## src/bsc_pkg.sv

```systemverilog
// Contract
// RQ1: Three BCD decades count on the falling edge of the count clock, chained synchronously.
// RQ2: Each decade feeds its own four-bit holding latch.
// RQ3: The latched digits share one active-high four-bit BCD output, one digit at a time.
// RQ4: One active-low select per digit is asserted for the digit currently on the BCD output.
// RQ5: The digit scanner steps on a scan clock from an internal oscillator.
// RQ6: An external scan clock may override the internal oscillator and the scanner then uses it.
// RQ7: The overflow output gives exactly one pulse per 1000 input counts.
// RQ8: Master reset high clears all decades and initializes the scanner.
// RQ9: While master reset is high the scanner points at the first digit.
// RQ10: While master reset is high all selects are inactive and the scan oscillator is stopped.
// RQ11: Count disable high blocks count edges and keeps the count.
// RQ12: Latch hold rising captures the counters, and the latches hold while it stays high.
// RQ13: Latch hold kept high through a reset preserves the latched value across it.
// RQ14: While latch hold is low the latches pass the running count through.
// RQ15: Each decade counts 0 to 9 and wraps, its wrap advancing the next decade on the same edge.
package bsc_pkg;
  localparam int unsigned BSC_DIGITS    = 3;
  localparam logic [3:0]  BSC_BCD_ZERO  = 4'h0;
  localparam logic [3:0]  BSC_BCD_MAX   = 4'h9;
  localparam logic [1:0]  BSC_FIRST_DIG = 2'h0;
  localparam logic [1:0]  BSC_LAST_DIG  = 2'h2;
  localparam logic [2:0]  BSC_SEL_OFF   = 3'h7;
  localparam int unsigned BSC_OSC_DIV   = 200;

  typedef struct packed {
    logic [3:0] bcd;
    logic [2:0] sel_n;
  } bsc_disp_t;

  typedef enum logic [1:0] {
    BSC_SCAN_IDLE = 2'b00,
    BSC_SCAN_RUN  = 2'b01
  } bsc_scan_st_t;
endpackage

```

## src/bsc_counter.sv

```systemverilog
`timescale 1ns/1ps
module bsc_counter
  import bsc_pkg::*;
#(
  parameter int unsigned OSC_DIV = BSC_OSC_DIV
)
(
  input  wire logic       core_clk,
  input  wire logic       rstn,
  input  wire logic       count_clk,
  input  wire logic       counter_clear_input,
  input  wire logic       count_disable,
  input  wire logic       latch_hold,
  input  wire logic       ext_scan_en,
  input  wire logic       ext_scan_clk,
  output bsc_pkg::bsc_disp_t disp,
  output logic            overflow
);
  import bsc_pkg::*;

  // Divider must fit the 16-bit oscillator counter
  generate
    if (OSC_DIV < 2 || OSC_DIV > 65536)
    begin : g_bad_div
      $error("OSC_DIV must be 2 to 65536");
    end
  endgenerate

  logic         cclk_ff;
  logic         eclk_ff;
  logic         count_fall;
  logic         ext_rise;
  logic [2:0]   step;
  logic [2:0]   wrap;
  logic [3:0]   cnt     [BSC_DIGITS];
  logic [3:0]   latch_ff[BSC_DIGITS];
  logic [3:0]   shown   [BSC_DIGITS];
  logic         hold_ff;
  logic [15:0]  osc_ff;
  logic         osc_tick;
  logic         scan_tick;
  logic [1:0]   dig_ff;
  bsc_scan_st_t scan_ff;
  logic [3:0]   bcd_ff;
  logic [2:0]   sel_n_ff;
  logic         ovf_ff;

  function automatic logic [2:0] sel_of(input logic [1:0] d);
    sel_of = BSC_SEL_OFF & ~(3'h1 << d);
  endfunction

  // Edge detect on count and external scan clocks
  always_ff @(posedge core_clk or negedge rstn)
  begin
    if (!rstn)
    begin
      cclk_ff <= 1'b0;
      eclk_ff <= 1'b0;
    end
    else
    begin
      cclk_ff <= count_clk;
      eclk_ff <= ext_scan_clk;
    end
  end

  assign count_fall = cclk_ff && !count_clk && !count_disable; // RQ1 RQ11
  assign ext_rise   = !eclk_ff && ext_scan_clk;

  genvar g;
  generate
    for (g = 0; g < BSC_DIGITS; g++)
    begin : g_dec
      if (g == 0)
      begin : g_first
        assign step[g] = count_fall;
      end
      else
      begin : g_next
        assign step[g] = wrap[g-1]; // RQ15
      end
      bsc_decade u_dec (
        .core_clk (core_clk),
        .rstn     (rstn),
        .clr      (counter_clear_input),
        .step     (step[g]),
        .digit_ff (cnt[g]),
        .wrap     (wrap[g])
      ); // RQ1

      // Capture on hold rise, keep while high
      always_ff @(posedge core_clk or negedge rstn)
      begin
        if (!rstn)
          latch_ff[g] <= BSC_BCD_ZERO;
        else if (latch_hold && !hold_ff)
          latch_ff[g] <= cnt[g]; // RQ2 RQ12
      end
      // Live count in the capture cycle, before the latch has loaded
      assign shown[g] = (latch_hold && hold_ff) ? latch_ff[g] : cnt[g]; // RQ12 RQ13 RQ14
    end
  endgenerate

  always_ff @(posedge core_clk or negedge rstn)
  begin
    if (!rstn)
      hold_ff <= 1'b0;
    else
      hold_ff <= latch_hold;
  end

  // Overflow pulse on hundreds wrap
  always_ff @(posedge core_clk or negedge rstn)
  begin
    if (!rstn)
      ovf_ff <= 1'b0;
    else
      ovf_ff <= wrap[BSC_DIGITS-1] && !counter_clear_input; // RQ7
  end
  assign overflow = ovf_ff;

  // Internal scan oscillator, stopped in clear
  always_ff @(posedge core_clk or negedge rstn)
  begin
    if (!rstn)
      osc_ff <= 16'h0000;
    else if (counter_clear_input || ext_scan_en || osc_tick)
      osc_ff <= 16'h0000; // RQ10
    else
      osc_ff <= osc_ff + 16'h0001;
  end
  assign osc_tick  = (osc_ff == 16'(OSC_DIV - 1)); // RQ5
  assign scan_tick = ext_scan_en ? ext_rise : osc_tick; // RQ6

  always_ff @(posedge core_clk or negedge rstn)
  begin
    if (!rstn)
    begin
      scan_ff <= BSC_SCAN_IDLE;
      dig_ff  <= BSC_FIRST_DIG;
    end
    else
    begin
      case (scan_ff)
        BSC_SCAN_IDLE:
        begin
          dig_ff <= BSC_FIRST_DIG; // RQ9
          if (!counter_clear_input)
            scan_ff <= BSC_SCAN_RUN;
        end
        BSC_SCAN_RUN:
        begin
          if (counter_clear_input)
          begin
            scan_ff <= BSC_SCAN_IDLE;
            dig_ff  <= BSC_FIRST_DIG; // RQ8 RQ9
          end
          else if (scan_tick)
            dig_ff <= (dig_ff == BSC_LAST_DIG) ? BSC_FIRST_DIG : dig_ff + 2'h1; // RQ5
        end
        default:
        begin
          scan_ff <= BSC_SCAN_IDLE;
          dig_ff  <= BSC_FIRST_DIG;
        end
      endcase
    end
  end

  // Registered display outputs
  always_ff @(posedge core_clk or negedge rstn)
  begin
    if (!rstn)
    begin
      bcd_ff   <= BSC_BCD_ZERO;
      sel_n_ff <= BSC_SEL_OFF;
    end
    else
    begin
      bcd_ff   <= shown[dig_ff]; // RQ3
      sel_n_ff <= counter_clear_input ? BSC_SEL_OFF : sel_of(dig_ff); // RQ4 RQ10
    end
  end
  assign disp.bcd   = bcd_ff;
  assign disp.sel_n = sel_n_ff;

  clear_counts_a: assert property (@(posedge core_clk) disable iff (!rstn)
    counter_clear_input |=> (cnt[0] == BSC_BCD_ZERO && cnt[1] == BSC_BCD_ZERO
                             && cnt[2] == BSC_BCD_ZERO)) // RQ8
    else $error("clear did not zero counters");
  clear_first_dig_a: assert property (@(posedge core_clk) disable iff (!rstn)
    counter_clear_input |=> dig_ff == BSC_FIRST_DIG) // RQ9
    else $error("scanner not at first digit in clear");
  clear_sel_off_a: assert property (@(posedge core_clk) disable iff (!rstn)
    counter_clear_input |=> disp.sel_n == BSC_SEL_OFF) // RQ10
    else $error("select active during clear");
  clear_osc_stop_a: assert property (@(posedge core_clk) disable iff (!rstn)
    counter_clear_input |=> osc_ff == 16'h0000) // RQ10
    else $error("oscillator ran during clear");
  disable_holds_a: assert property (@(posedge core_clk) disable iff (!rstn)
    (count_disable && !counter_clear_input) |=> $stable(cnt[0])) // RQ11
    else $error("count moved while disabled");
  hold_keeps_a: assert property (@(posedge core_clk) disable iff (!rstn)
    (latch_hold && hold_ff) |=> $stable(latch_ff[0]) && $stable(latch_ff[2])) // RQ12 RQ13
    else $error("latch changed while held");
  hold_capture_a: assert property (@(posedge core_clk) disable iff (!rstn)
    (latch_hold && !hold_ff) |=> latch_ff[1] == $past(cnt[1])) // RQ12
    else $error("latch did not capture count");
  pass_through_a: assert property (@(posedge core_clk) disable iff (!rstn)
    (!latch_hold && dig_ff == BSC_FIRST_DIG) |=> disp.bcd == $past(cnt[0])) // RQ14
    else $error("bcd does not follow count");
  one_sel_a: assert property (@(posedge core_clk) disable iff (!rstn)
    $onehot0(~disp.sel_n)) // RQ4
    else $error("more than one digit selected");
  ovf_pulse_a: assert property (@(posedge core_clk) disable iff (!rstn)
    overflow |=> !overflow) // RQ7
    else $error("overflow longer than one cycle");
  ovf_cause_a: assert property (@(posedge core_clk) disable iff (!rstn)
    overflow |-> $past(cnt[2]) == BSC_BCD_MAX && $past(cnt[0]) == BSC_BCD_MAX) // RQ7
    else $error("overflow without 999 wrap");
  scan_step_a: assert property (@(posedge core_clk) disable iff (!rstn)
    (scan_ff == BSC_SCAN_RUN && !counter_clear_input && scan_tick
     && dig_ff == BSC_LAST_DIG) |=> dig_ff == BSC_FIRST_DIG) // RQ5 RQ6
    else $error("scanner did not wrap");

  ovf_seen_c: cover property (@(posedge core_clk) disable iff (!rstn) overflow);
  ext_scan_c: cover property (@(posedge core_clk) disable iff (!rstn)
    ext_scan_en && ext_rise);
  hold_over_clear_c: cover property (@(posedge core_clk) disable iff (!rstn)
    latch_hold && counter_clear_input);
endmodule // bsc_counter

```

## src/bsc_decade.sv

```systemverilog
`timescale 1ns/1ps
module bsc_decade
  import bsc_pkg::*;
(
  input  wire logic       core_clk,
  input  wire logic       rstn,
  input  wire logic       clr,
  input  wire logic       step,
  output logic [3:0]      digit_ff,
  output logic            wrap
);
  import bsc_pkg::*;

  assign wrap = step && (digit_ff == BSC_BCD_MAX); // RQ15

  always_ff @(posedge core_clk or negedge rstn)
  begin
    if (!rstn)
      digit_ff <= BSC_BCD_ZERO;
    else if (clr)
      digit_ff <= BSC_BCD_ZERO; // RQ8
    else if (wrap)
      digit_ff <= BSC_BCD_ZERO; // RQ15
    else if (step)
      digit_ff <= digit_ff + 4'h1;
  end

  wrap_on_nine_a: assert property (@(posedge core_clk) disable iff (!rstn)
    (step && !clr && digit_ff == BSC_BCD_MAX) |=> digit_ff == BSC_BCD_ZERO) // RQ15
    else $error("decade did not wrap");
  stays_bcd_a: assert property (@(posedge core_clk) disable iff (!rstn)
    digit_ff <= BSC_BCD_MAX) // RQ15
    else $error("decade left BCD range");
endmodule // bsc_decade

```

## config.mk

```make
export PLATFORM = sky130hd
export DESIGN_NAME = bsc_counter
export DESIGN_NICKNAME = d
export VERILOG_FILES = /design/src/bsc_pkg.sv /design/src/bsc_counter.sv /design/src/bsc_decade.sv
export SDC_FILE = /design/constraint.sdc
export NUM_CORES = 1
export LEC_CHECK = 0
export ABC_AREA = 0
export ABC_CLOCK_PERIOD_IN_PS = 2100
export BUFFER_PORTS_ARGS = -buffer_cell sky130_fd_sc_hd__buf_2
export CORE_MARGIN = 4
export CORE_UTILIZATION = 52
export DETAILED_ROUTE_END_ITERATION = 16
export HOLD_SLACK_MARGIN = 0.05
export PLACE_DENSITY_LB_ADDON = 0.08
export SLEW_MARGIN = 40
export SYNTH_ARGS = -nofsm -noshare
export SYNTH_HDL_FRONTEND = slang
export SYNTH_SLANG_ARGS = --single-unit
```

## constraint.sdc

```tcl
create_clock -name core_clk -period 2.1 [get_ports core_clk]
set_clock_uncertainty 0.2 [all_clocks]
set_input_delay 0.105 -clock core_clk [delete_from_list [all_inputs] [get_ports core_clk]]
set_output_delay 0.105 -clock core_clk [all_outputs]
set_load 0.1 [all_outputs]
```

==> results.cfg, run 1 <==
[power]
leakage_nw = 1.377
p_sw_frac = 0.2383
p_clk_frac = 0.369
p_sw_mw = 0.4692
pwr_density_cell_nw_per_um2 = 638.4
p_seq_frac = 0.542
combPwrFrac = 0.089
ir_drop_mv = 0.4390
power.internal_mw = 1.500

[cts]
cts_max_path_buffers = 2
clk_pin_slew_ns = 0.10
postCtsSetupRepairBufs = 0
cts_inserted_buffers = 5
cts_root_buf = clkbuf_8
cts_num_sinks = 54
clkLatencyLatePin_ns = 0.30
htreeDepth = 2
cts_tree = done

[die]
boundaryPins = 16
rows = 25
die_w_um = 78.27
coreArea_um2 = 4755
die_y_um = 78.27
die_area_um2 = 6125
start_util = 0.5400

[cells_and_area]
n_fill_cell = 406
areaGrowthSynthToFinish_pct = 20.13
final_util = 0.6487
nets = 315
antennaDiodeCount = 0
drive_gt1_frac = 0.2159

[grt]
grt_pass1_vias = 1850
grt_first_pass_wirelength_um = 8645
antenna_found_initial = 0
grt_max_degree = 55
grt_usage = 0.1780
overflow = 0

[route]
drt-vias-per-instance = 5.255
drc = 0
drt_iter0_markers = 82
num_vias = 1934
first_pass_iters = 4
avgRoutedWirePerCell_um = 13.72
ant_nets = 0
routed_wl_um = 5048

[setup_path]
r2r_cells = 4
crit_family = simple AND/OR/NAND/NOR gates
path_cells = or4_4 > o41a_1 > or3_1 > a21oi_2
reg2reg_to = dig_ff[1]
path_class = flop to flop
crit_end = dig_ff[1]
end_kind = flop
worst_ep_required_time_ns = 2.14
startpoint_type = flop
setup.worst_path.start = osc_ff[13]
critPathArrivalTime_ns = 2.18
crit_fanout = 5
r2r_slack_ns = -0.04
cp_num_buf_inv = 0
cp_num_cells = 4
max_stage_delay_ns = 0.54
cpMaxStageDelayCell = or4_4
reg2reg_from = osc_ff[13]

[timing]
period_needed_ns = 2.144
max_freq_mhz = 466.4
finalHoldViolations = 0
worst_pin_slew_ns = 0.6825
slew_headroom = 0.5450
grt_setup_unrepaired = true
min_period_over_period = 1.021
setup_viol = 2
final.setup.worst_slack_ns = -0.04398
finalHoldWorstSlack_ns = 0.06400
drv_slew = 0

[logic_synthesis]
synth-edff-count = 0
ys_ff_latch = 54
synth_top_flop_cell = dfrtp_1
async_flop_share = 1.000
synth_cells = 254
syn_nets = 269
syn_area_per_cell_um2 = 10.11
ys_types = 35
yosys_warnings = 0
seq_area_frac_synth = 0.5278
syn_area_um2 = 2567

[outcome]
failed_checks = setup timing
status = finished with violations

[placed_design]
place_ws_ns = -0.03255
gp_congestion = 0.8239
dp_hpwl_um = 3545
portBuffers = 15

[min_path]
min_path_type = input port to flop

[flow_run]
drv_cap = 0
[logic make-up after synthesis]
logic type                 after synthesis  synth area share
adders and majority gates                7           0.03411
buffers and inverters                   17           0.02534
and+or+nand+nor                        101            0.1979
xor gates and xnor gates                12           0.04094
DFF                                     54            0.5278
muxes                                   17           0.07018
AOI/OAI and AO/OA                       46            0.1038
[repair_timing]
action,CTS,global route
resized for setup,1,1
hold buffers,6,0
endpoints found under the setup margin,2,3
hold endpoints to repair,70,0
[through the flow]
stage | TNS, ns | power, mW | instances | instance area, um2
4_1_cts | -0.06502 | 1.997 | 368 | 3079
2_1_floorplan | 0 | 1.197 | 254 | 2571
6_report | -0.06783 | 1.969 | 368 | 3084
5_1_grt | -0.2350 | 2.051 | 368 | 3084
3_3_place_gp | 0 | 1.255 | 354 | 2894
3_5_place_dp | -0.04690 | 1.256 | 354 | 2894
[sequential cells by signal, summed over array words and instances (netlist names), 2 cells and up]
name and cells:
bcd_ff 4, latch_ff 12, sel_n_ff 3, dig_ff 2, osc_ff 16, g_dec.u_dec.digit_ff 12
[synth_stat cells (2+ instances only)]
cell type | n | area, um2
nand2b_1 | 2 | 12.51
dfstp_2 | 3 | 78.83
o21ai_0 | 13 | 65.06
nor3_1 | 7 | 35.03
clkbuf_1 | 6 | 22.52
and2_1 | 4 | 25.02
ha_1 | 7 | 87.58
nor2_1 | 31 | 116.4
nand2_1 | 19 | 71.32
nand3_1 | 8 | 40.04
mux2_2 | 8 | 90.09
a21oi_1 | 24 | 120.1
mux2i_1 | 9 | 90.09
dfrtp_1 | 51 | 1276
inv_1 | 9 | 33.78
nor2b_1 | 2 | 12.51
and3b_1 | 3 | 26.28
or3_1 | 11 | 68.82
nor4_1 | 3 | 18.77
or4_1 | 3 | 22.52
xor2_1 | 4 | 35.03
nand4_1 | 4 | 25.02
xnor2_1 | 8 | 70.07
a211oi_1 | 4 | 30.03
[power by group through the flow]
| stage | clock network (mW) | registers [mW] | logic, mW |
|---|---|---|---|
| finish | 0.727 | 1.07 | 0.176 |
| global route | 0.791 | 1.07 | 0.191 |
| CTS | 0.752 | 1.07 | 0.178 |
| detailed placement | 0 | 1.09 | 0.169 |
| global placement | 0 | 1.09 | 0.169 |
| floorplan | 0 | 1.14 | 0.0538 |
[cell usage in the layout, fill, tap and decap left out, drive strengths merged, types with 2 or more instances in the layout]
master / count
dfrtp: 51
buf: 41
nor2: 31
a21oi: 24
nand2: 19
o21ai: 13
or3: 11
inv: 10
mux2i: 9
xnor2: 8
mux2: 8
nand3: 8
nor3: 7
ha: 7
clkbuf: 6
dlygate4sd3: 6
nand4: 4
xor2: 4
and2: 4
a211oi: 4
or4: 4
nor4: 3
and3b: 3
dfstp: 3
nor2b: 2
nand2b: 2
[cell type report]
cell class              instances  area, um2  share of cell area
clock inverters                 2      38.79             0.01258
inverters                       9      33.78             0.01095
well taps                      67      83.83             0.02718
flip-flops and latches         54       1355              0.4394
repair buffers                 47      330.3              0.1071
clock buffers                   6      82.58             0.02677
multi-input cells             183       1160              0.3761
[worst min path at each step]
stage	from	cells past startpoint	endpoint
floorplan	rstn	0	bcd_ff[0]
global placement	ext_scan_clk	1	eclk_ff
detailed placement	ext_scan_clk	1	eclk_ff
CTS	count_disable	4	g_dec[0].u_dec.digit_ff[0]
global route	count_disable	5	g_dec[2].u_dec.digit_ff[0]
finish	count_disable	5	overflow
[layer usage]
metal | vias to the layer above | routed length (um) | global-route usage
met3 | 2 | 177 | 0.03440
met5 | - | 0 | 0
met2 | 25 | 2416 | 0.2971
met4 | 0 | 28 | 0.04196
met1 | 928 | 2426 | 0.2408
li1 | 979 | - | -
[worst min-delay path: stages]
cell,delay (ns)
buf_2,0.08
nor3b_1,0.06
nand3_2,0.12
buf_4,0.13
nor2_1,0.04
No activity file was read; power rests on OpenSTA's default activity.
==> inputs of run 2 (changes only) <==
--- a/config.mk
+++ b/config.mk
@@ -6,7 +6,7 @@
 export NUM_CORES = 1
 export LEC_CHECK = 0
 export ABC_AREA = 0
-export ABC_CLOCK_PERIOD_IN_PS = 2100
+export ABC_CLOCK_PERIOD_IN_PS = 2400
 export BUFFER_PORTS_ARGS = -buffer_cell sky130_fd_sc_hd__buf_2
 export CORE_MARGIN = 4
 export CORE_UTILIZATION = 52
==> constraint.sdc (replaced) <==
create_clock -name core_clk -period 2.4 [get_ports core_clk]
set_clock_uncertainty 0.2 [all_clocks]
set_input_delay 0.12 -clock core_clk [delete_from_list [all_inputs] [get_ports core_clk]]
set_output_delay 0.12 -clock core_clk [all_outputs]
set_load 0.1 [all_outputs]
==> run 2 against run 1 <==
Effect of this change:
- the flow now finishes without violations
- cell count is 4.9% lower
- highest routed layer unchanged
- global-route usage shrank 0.26 points
- clock power is 15% lower
==> results.cfg, run 2 (synthesis gave the netlist of run 1 again) <==
[setup_path]
critPathArrivalTime_ns = 2.32
reg2reg_to = dig_ff[0]
worst_ep_required_time_ns = 2.43
crit_fanout = 6
startpoint_type = flop
reg2reg_from = osc_ff[10]
r2r_slack_ns = 0.11
path_cells = or4_4 > o41a_1 > or3_1 > a21oi_1
cpMaxStageDelayCell = or4_4
path_class = flop to flop
r2r_cells = 4
end_kind = flop
max_stage_delay_ns = 0.56
setup.worst_path.start = osc_ff[10]

[placed_design]
placed_cells = 336
place_ws_ns = 0.1488
portBuffers = 15
gp_congestion = 0.8028
dp_hpwl_um = 3276

[min_path]
holdPathStages = 4
min_to = overflow
min_path_type = input port to flop
hp-start = count_disable

[power]
leakage_nw = 1.279
ir_drop_mv = 0.3641
pwr_density_cell_nw_per_um2 = 581.0

[cells_and_area]
top_register = osc_ff
nets = 297
drive_gt1_frac = 0.1555
layout_commonest_cell = dfrtp_1
areaGrowthSynthToFinish_pct = 14.04
antennaDiodeCount = 0
reg.largest.list = osc_ff: 16 flops, g_dec.u_dec.digit_ff: 12 flops, latch_ff: 12 flops
final_cell_mix = dfrtp_1, nor2_1, a21oi_1, nand2_1, buf_2
largest_reg_flops = 16
fin_cells = 350

[timing]
finalHoldViolations = 0
tns_ns = 0
drv_slew = 0
max_freq_mhz = 436.9
grt_setup_unrepaired = false
worst_pin_slew_ns = 0.6718
period_needed_ns = 2.289
setup_viol = 0
finalHoldWorstSlack_ns = 0.08304
min_period_over_period = 0.9537
slew_headroom = 0.5522
final.setup.worst_slack_ns = 0.1112

[route]
dr_wl_met2_um = 2197
drt-met1-wl_um = 2362
first_pass_iters = 4
drt-vias-per-instance = 5.314
ant_nets = 0
num_vias = 1860
met3_length_um = 172
routed.top_layer = met4
avgRoutedWirePerCell_um = 13.72
routed_wl_um = 4802
drc = 0
drt_iter0_markers = 104

[cts]
postCtsHoldBufs = 6
cts_resized = 0
cts_root_buf = clkbuf_8
cts_max_path_buffers = 2
clkLatencyLatePin_ns = 0.31
htreeDepth = 2
clk_pin_slew_ns = 0.10
cts_inserted_buffers = 5
cts_tree = done
cts_num_sinks = 54
postCtsSetupRepairBufs = 0

[die]
die_area_um2 = 6125
boundaryPins = 16
die_y_um = 78.27
rows = 25
die_w_um = 78.27
start_util = 0.5400
coreArea_um2 = 4755

[grt]
antenna_found_initial = 0
overflow = 0
grt_pass1_vias = 1821
grt_usage = 0.1754
grt_max_degree = 55
grt_first_pass_wirelength_um = 8473

[outcome]
status = complete, no violations

[flow_run]
drv_cap = 0
==> run 2: worst max path at each step <==
| stage | cells past startpoint | endpoint | slack (ns) |
|---|---|---|---|
| 6_report | 4 | dig_ff[0] | 0.11 |
| 5_1_grt | 6 | g_dec[2].u_dec.digit_ff[2] | 0.03 |
| 4_1_cts | 4 | dig_ff[0] | 0.12 |
| 3_5_place_dp | 4 | dig_ff[1] | 0.15 |
| 3_3_place_gp | 4 | dig_ff[1] | 0.19 |
| 2_1_floorplan | 4 | dig_ff[0] | 0.25 |
==> run 2: metal layers <==
metal  global-route usage  vias up
met5                    0        -
met4              0.06294        0
met3              0.03670        7
met2               0.2723       27
met1               0.2445      880
li1                     -      946
==> run 2: cell type report <==
cell class | instances | area [um2]
Clock inverter | 3 | 43.79
Sequential cell | 54 | 1355
Tap cell | 67 | 83.83
Fill cell | 411 | 1827
Timing Repair Buffer | 29 | 195.2
Inverter | 9 | 33.78
Clock buffer | 5 | 68.82
Multi-Input combinational cell | 183 | 1147
==> run 2: stage by stage <==
step           total power, mW    util  instance area, um2
4_1_cts                  1.719  0.6158                2928
3_3_place_gp             1.096  0.5795                2755
2_1_floorplan            1.047       -                2567
5_1_grt                  1.771  0.6158                2928
6_report                 1.701  0.6158                2928
3_5_place_dp             1.097  0.5795                2755
==> run 2: worst max-delay path: cells and delay by family, from the launching register on <==
kind	cells	cell delay, ns
compound gates	2	0.61
flops	1	0.45
simple gates	2	0.95
==> run 2: report_power, final <==
part           internal, mW  switching [mW]  leakage (nW)
logic                0.0401           0.106         0.492
registers             0.926          0.0122         0.729
clock network         0.313           0.304        0.0585
total                  1.28           0.421          1.28
==> inputs of run 3 (changes only) <==
--- a/config.mk
+++ b/config.mk
@@ -8,11 +8,11 @@
 export ABC_AREA = 0
 export ABC_CLOCK_PERIOD_IN_PS = 2400
 export BUFFER_PORTS_ARGS = -buffer_cell sky130_fd_sc_hd__buf_2
-export CORE_MARGIN = 4
 export CORE_UTILIZATION = 52
 export DETAILED_ROUTE_END_ITERATION = 16
 export HOLD_SLACK_MARGIN = 0.05
 export PLACE_DENSITY_LB_ADDON = 0.08
+export REMOVE_ABC_BUFFERS = 1
 export SLEW_MARGIN = 40
 export SYNTH_ARGS = -nofsm -noshare
 export SYNTH_HDL_FRONTEND = slang
==> run 3 against run 2 <==
Effect of this change:
- cell count is 0.29% lower
- final area is 0.47% lower
- non-clock buffer count is 1 lower
- die area is 15% lower
- critical path type unchanged
==> results.cfg, run 3 (synthesis gave the netlist of run 1 again) <==
[cts]
cts_inserted_buffers = 5
cts_resized = 0
cts_max_path_buffers = 2
cts_num_sinks = 54
cts_root_buf = clkbuf_8
htreeDepth = 2
clk_pin_slew_ns = 0.09
cts_tree = done
clkLatencyLatePin_ns = 0.30

[route]
routed_wl_um = 4847
first_pass_iters = 4
drt_iter0_markers = 140
drc = 0
avgRoutedWirePerCell_um = 13.89
num_vias = 1892
ant_nets = 0
drt-vias-per-instance = 5.421

[die]
die_w_um = 72.27
rows = 25
start_util = 0.5436
die_y_um = 72.27
coreArea_um2 = 4723
boundaryPins = 16
die_area_um2 = 5222

[timing]
worst_pin_slew_ns = 0.6378
period_needed_ns = 2.271
setup_viol = 0
drv_slew = 0
max_freq_mhz = 440.4
finalHoldViolations = 0
tns_ns = 0
slew_headroom = 0.5748
grt_setup_unrepaired = false
min_period_over_period = 0.9461

[cells_and_area]
final_cell_mix = dfrtp_1, nor2_1, a21oi_1, nand2_1, buf_2
drive_gt1_frac = 0.1454
reg.largest.list = osc_ff: 16 flops, g_dec.u_dec.digit_ff: 12 flops, latch_ff: 12 flops
multi_input_area_um2 = 1147
antennaDiodeCount = 0
area.sequential_um2 = 1355
top_register = osc_ff
layout_commonest_cell = dfrtp_1
fin_cells = 349
areaGrowthSynthToFinish_pct = 13.50
nets = 296
largest_reg_flops = 16
n_fill_cell = 411

[setup_path]
crit_fanout = 6
startpoint_type = flop
critPathArrivalTime_ns = 2.30
setup.worst_path.start = osc_ff[10]
path_cells = or4_4 > o41a_1 > or3_1 > a21oi_1
reg2reg_from = osc_ff[10]
max_stage_delay_ns = 0.56
worst_ep_required_time_ns = 2.43
cpMaxStageDelayCell = or4_4
crit_family = simple AND/OR/NAND/NOR gates
r2r_slack_ns = 0.13
cp_num_buf_inv = 0
path_class = flop to flop
end_kind = flop

[placed_design]
placed_cells = 335
gp_congestion = 0.8335
dp_hpwl_um = 3368
portBuffers = 15

[grt]
grt_pass1_vias = 1673
grt_usage = 0.2055
antenna_found_initial = 0
grt_first_pass_wirelength_um = 8073
overflow = 0
grt_max_degree = 23

[power]
pwr_density_cell_nw_per_um2 = 576.7
leakage_nw = 1.267
ir_drop_mv = 0.2450
finalPower_mw = 1.680

[outcome]
status = complete, no violations

[flow_run]
drv_cap = 0

[min_path]
min_path_type = input port to async pin
==> run 3: cell types whose count changed in the layout (fill, tap and decap cells not counted), sizes merged <==
cell | before | now
clkbuf | 5 | 7
buf | 23 | 22
clkinv | 1 | 0
inv | 10 | 9
==> run 3: final timing paths <==
path | cells after the start | endpoint
setup / recovery | 4 | dig_ff[1]
hold / removal | 2 | osc_ff[2]
setup reg to reg | 4 | dig_ff[1]
hold reg to reg | 1 | osc_ff[0]
max in group asynchronous | 3 | latch_ff[8]
min in group core_clk | 4 | g_dec[0].u_dec.digit_ff[0]
==> run 3: through the flow <==
| stage | cell area [um2] | setup slack (ns) | utilization | hold slack [ns] |
|---|---|---|---|---|
| 2_1_floorplan | 2536 | 0.1439 | - | -0.3756 |
| 3_3_place_gp | 2748 | 0.1899 | 0.5817 | -0.1492 |
| 3_5_place_dp | 2748 | 0.1381 | 0.5817 | -0.1482 |
| 4_1_cts | 2914 | 0.1146 | 0.6170 | 0.05169 |
| 5_1_grt | 2914 | 0.03201 | 0.6170 | 0.08602 |
| 6_report | 2914 | 0.1293 | 0.6170 | 0.04483 |
==> run 3: timing repair <==
action                     4_1_cts  5_1_grt
hold endpoints to repair        72        0
setup endpoints to repair        0        0
buffers inserted                 0        0
hold buffers                     6        0
==> run 3: cell type report <==
class                      instances  share of cell area
sequential                        54              0.4650
multi-input combinational        183              0.3937
timing repair buffer              28             0.06441
tap                               67             0.02877
clock buffer                       7             0.02619
inverter                           9             0.01159
clock inverter                     1             0.01030
==> run 3: layer usage <==
layer	global-route usage	vias to the layer above	wire (um)
li1	-	945	-
met1	0.2992	908	2627
met2	0.3032	34	1998
met3	0.05000	5	163
met4	0.06536	0	57
met5	0	-	0
==> run 3: power breakdown <==
part / internal [mW] / total (mW) / switching [mW]
Clock: 0.312 / 0.597 / 0.284
Combinational: 0.0402 / 0.145 / 0.105
Sequential: 0.926 / 0.939 / 0.0126
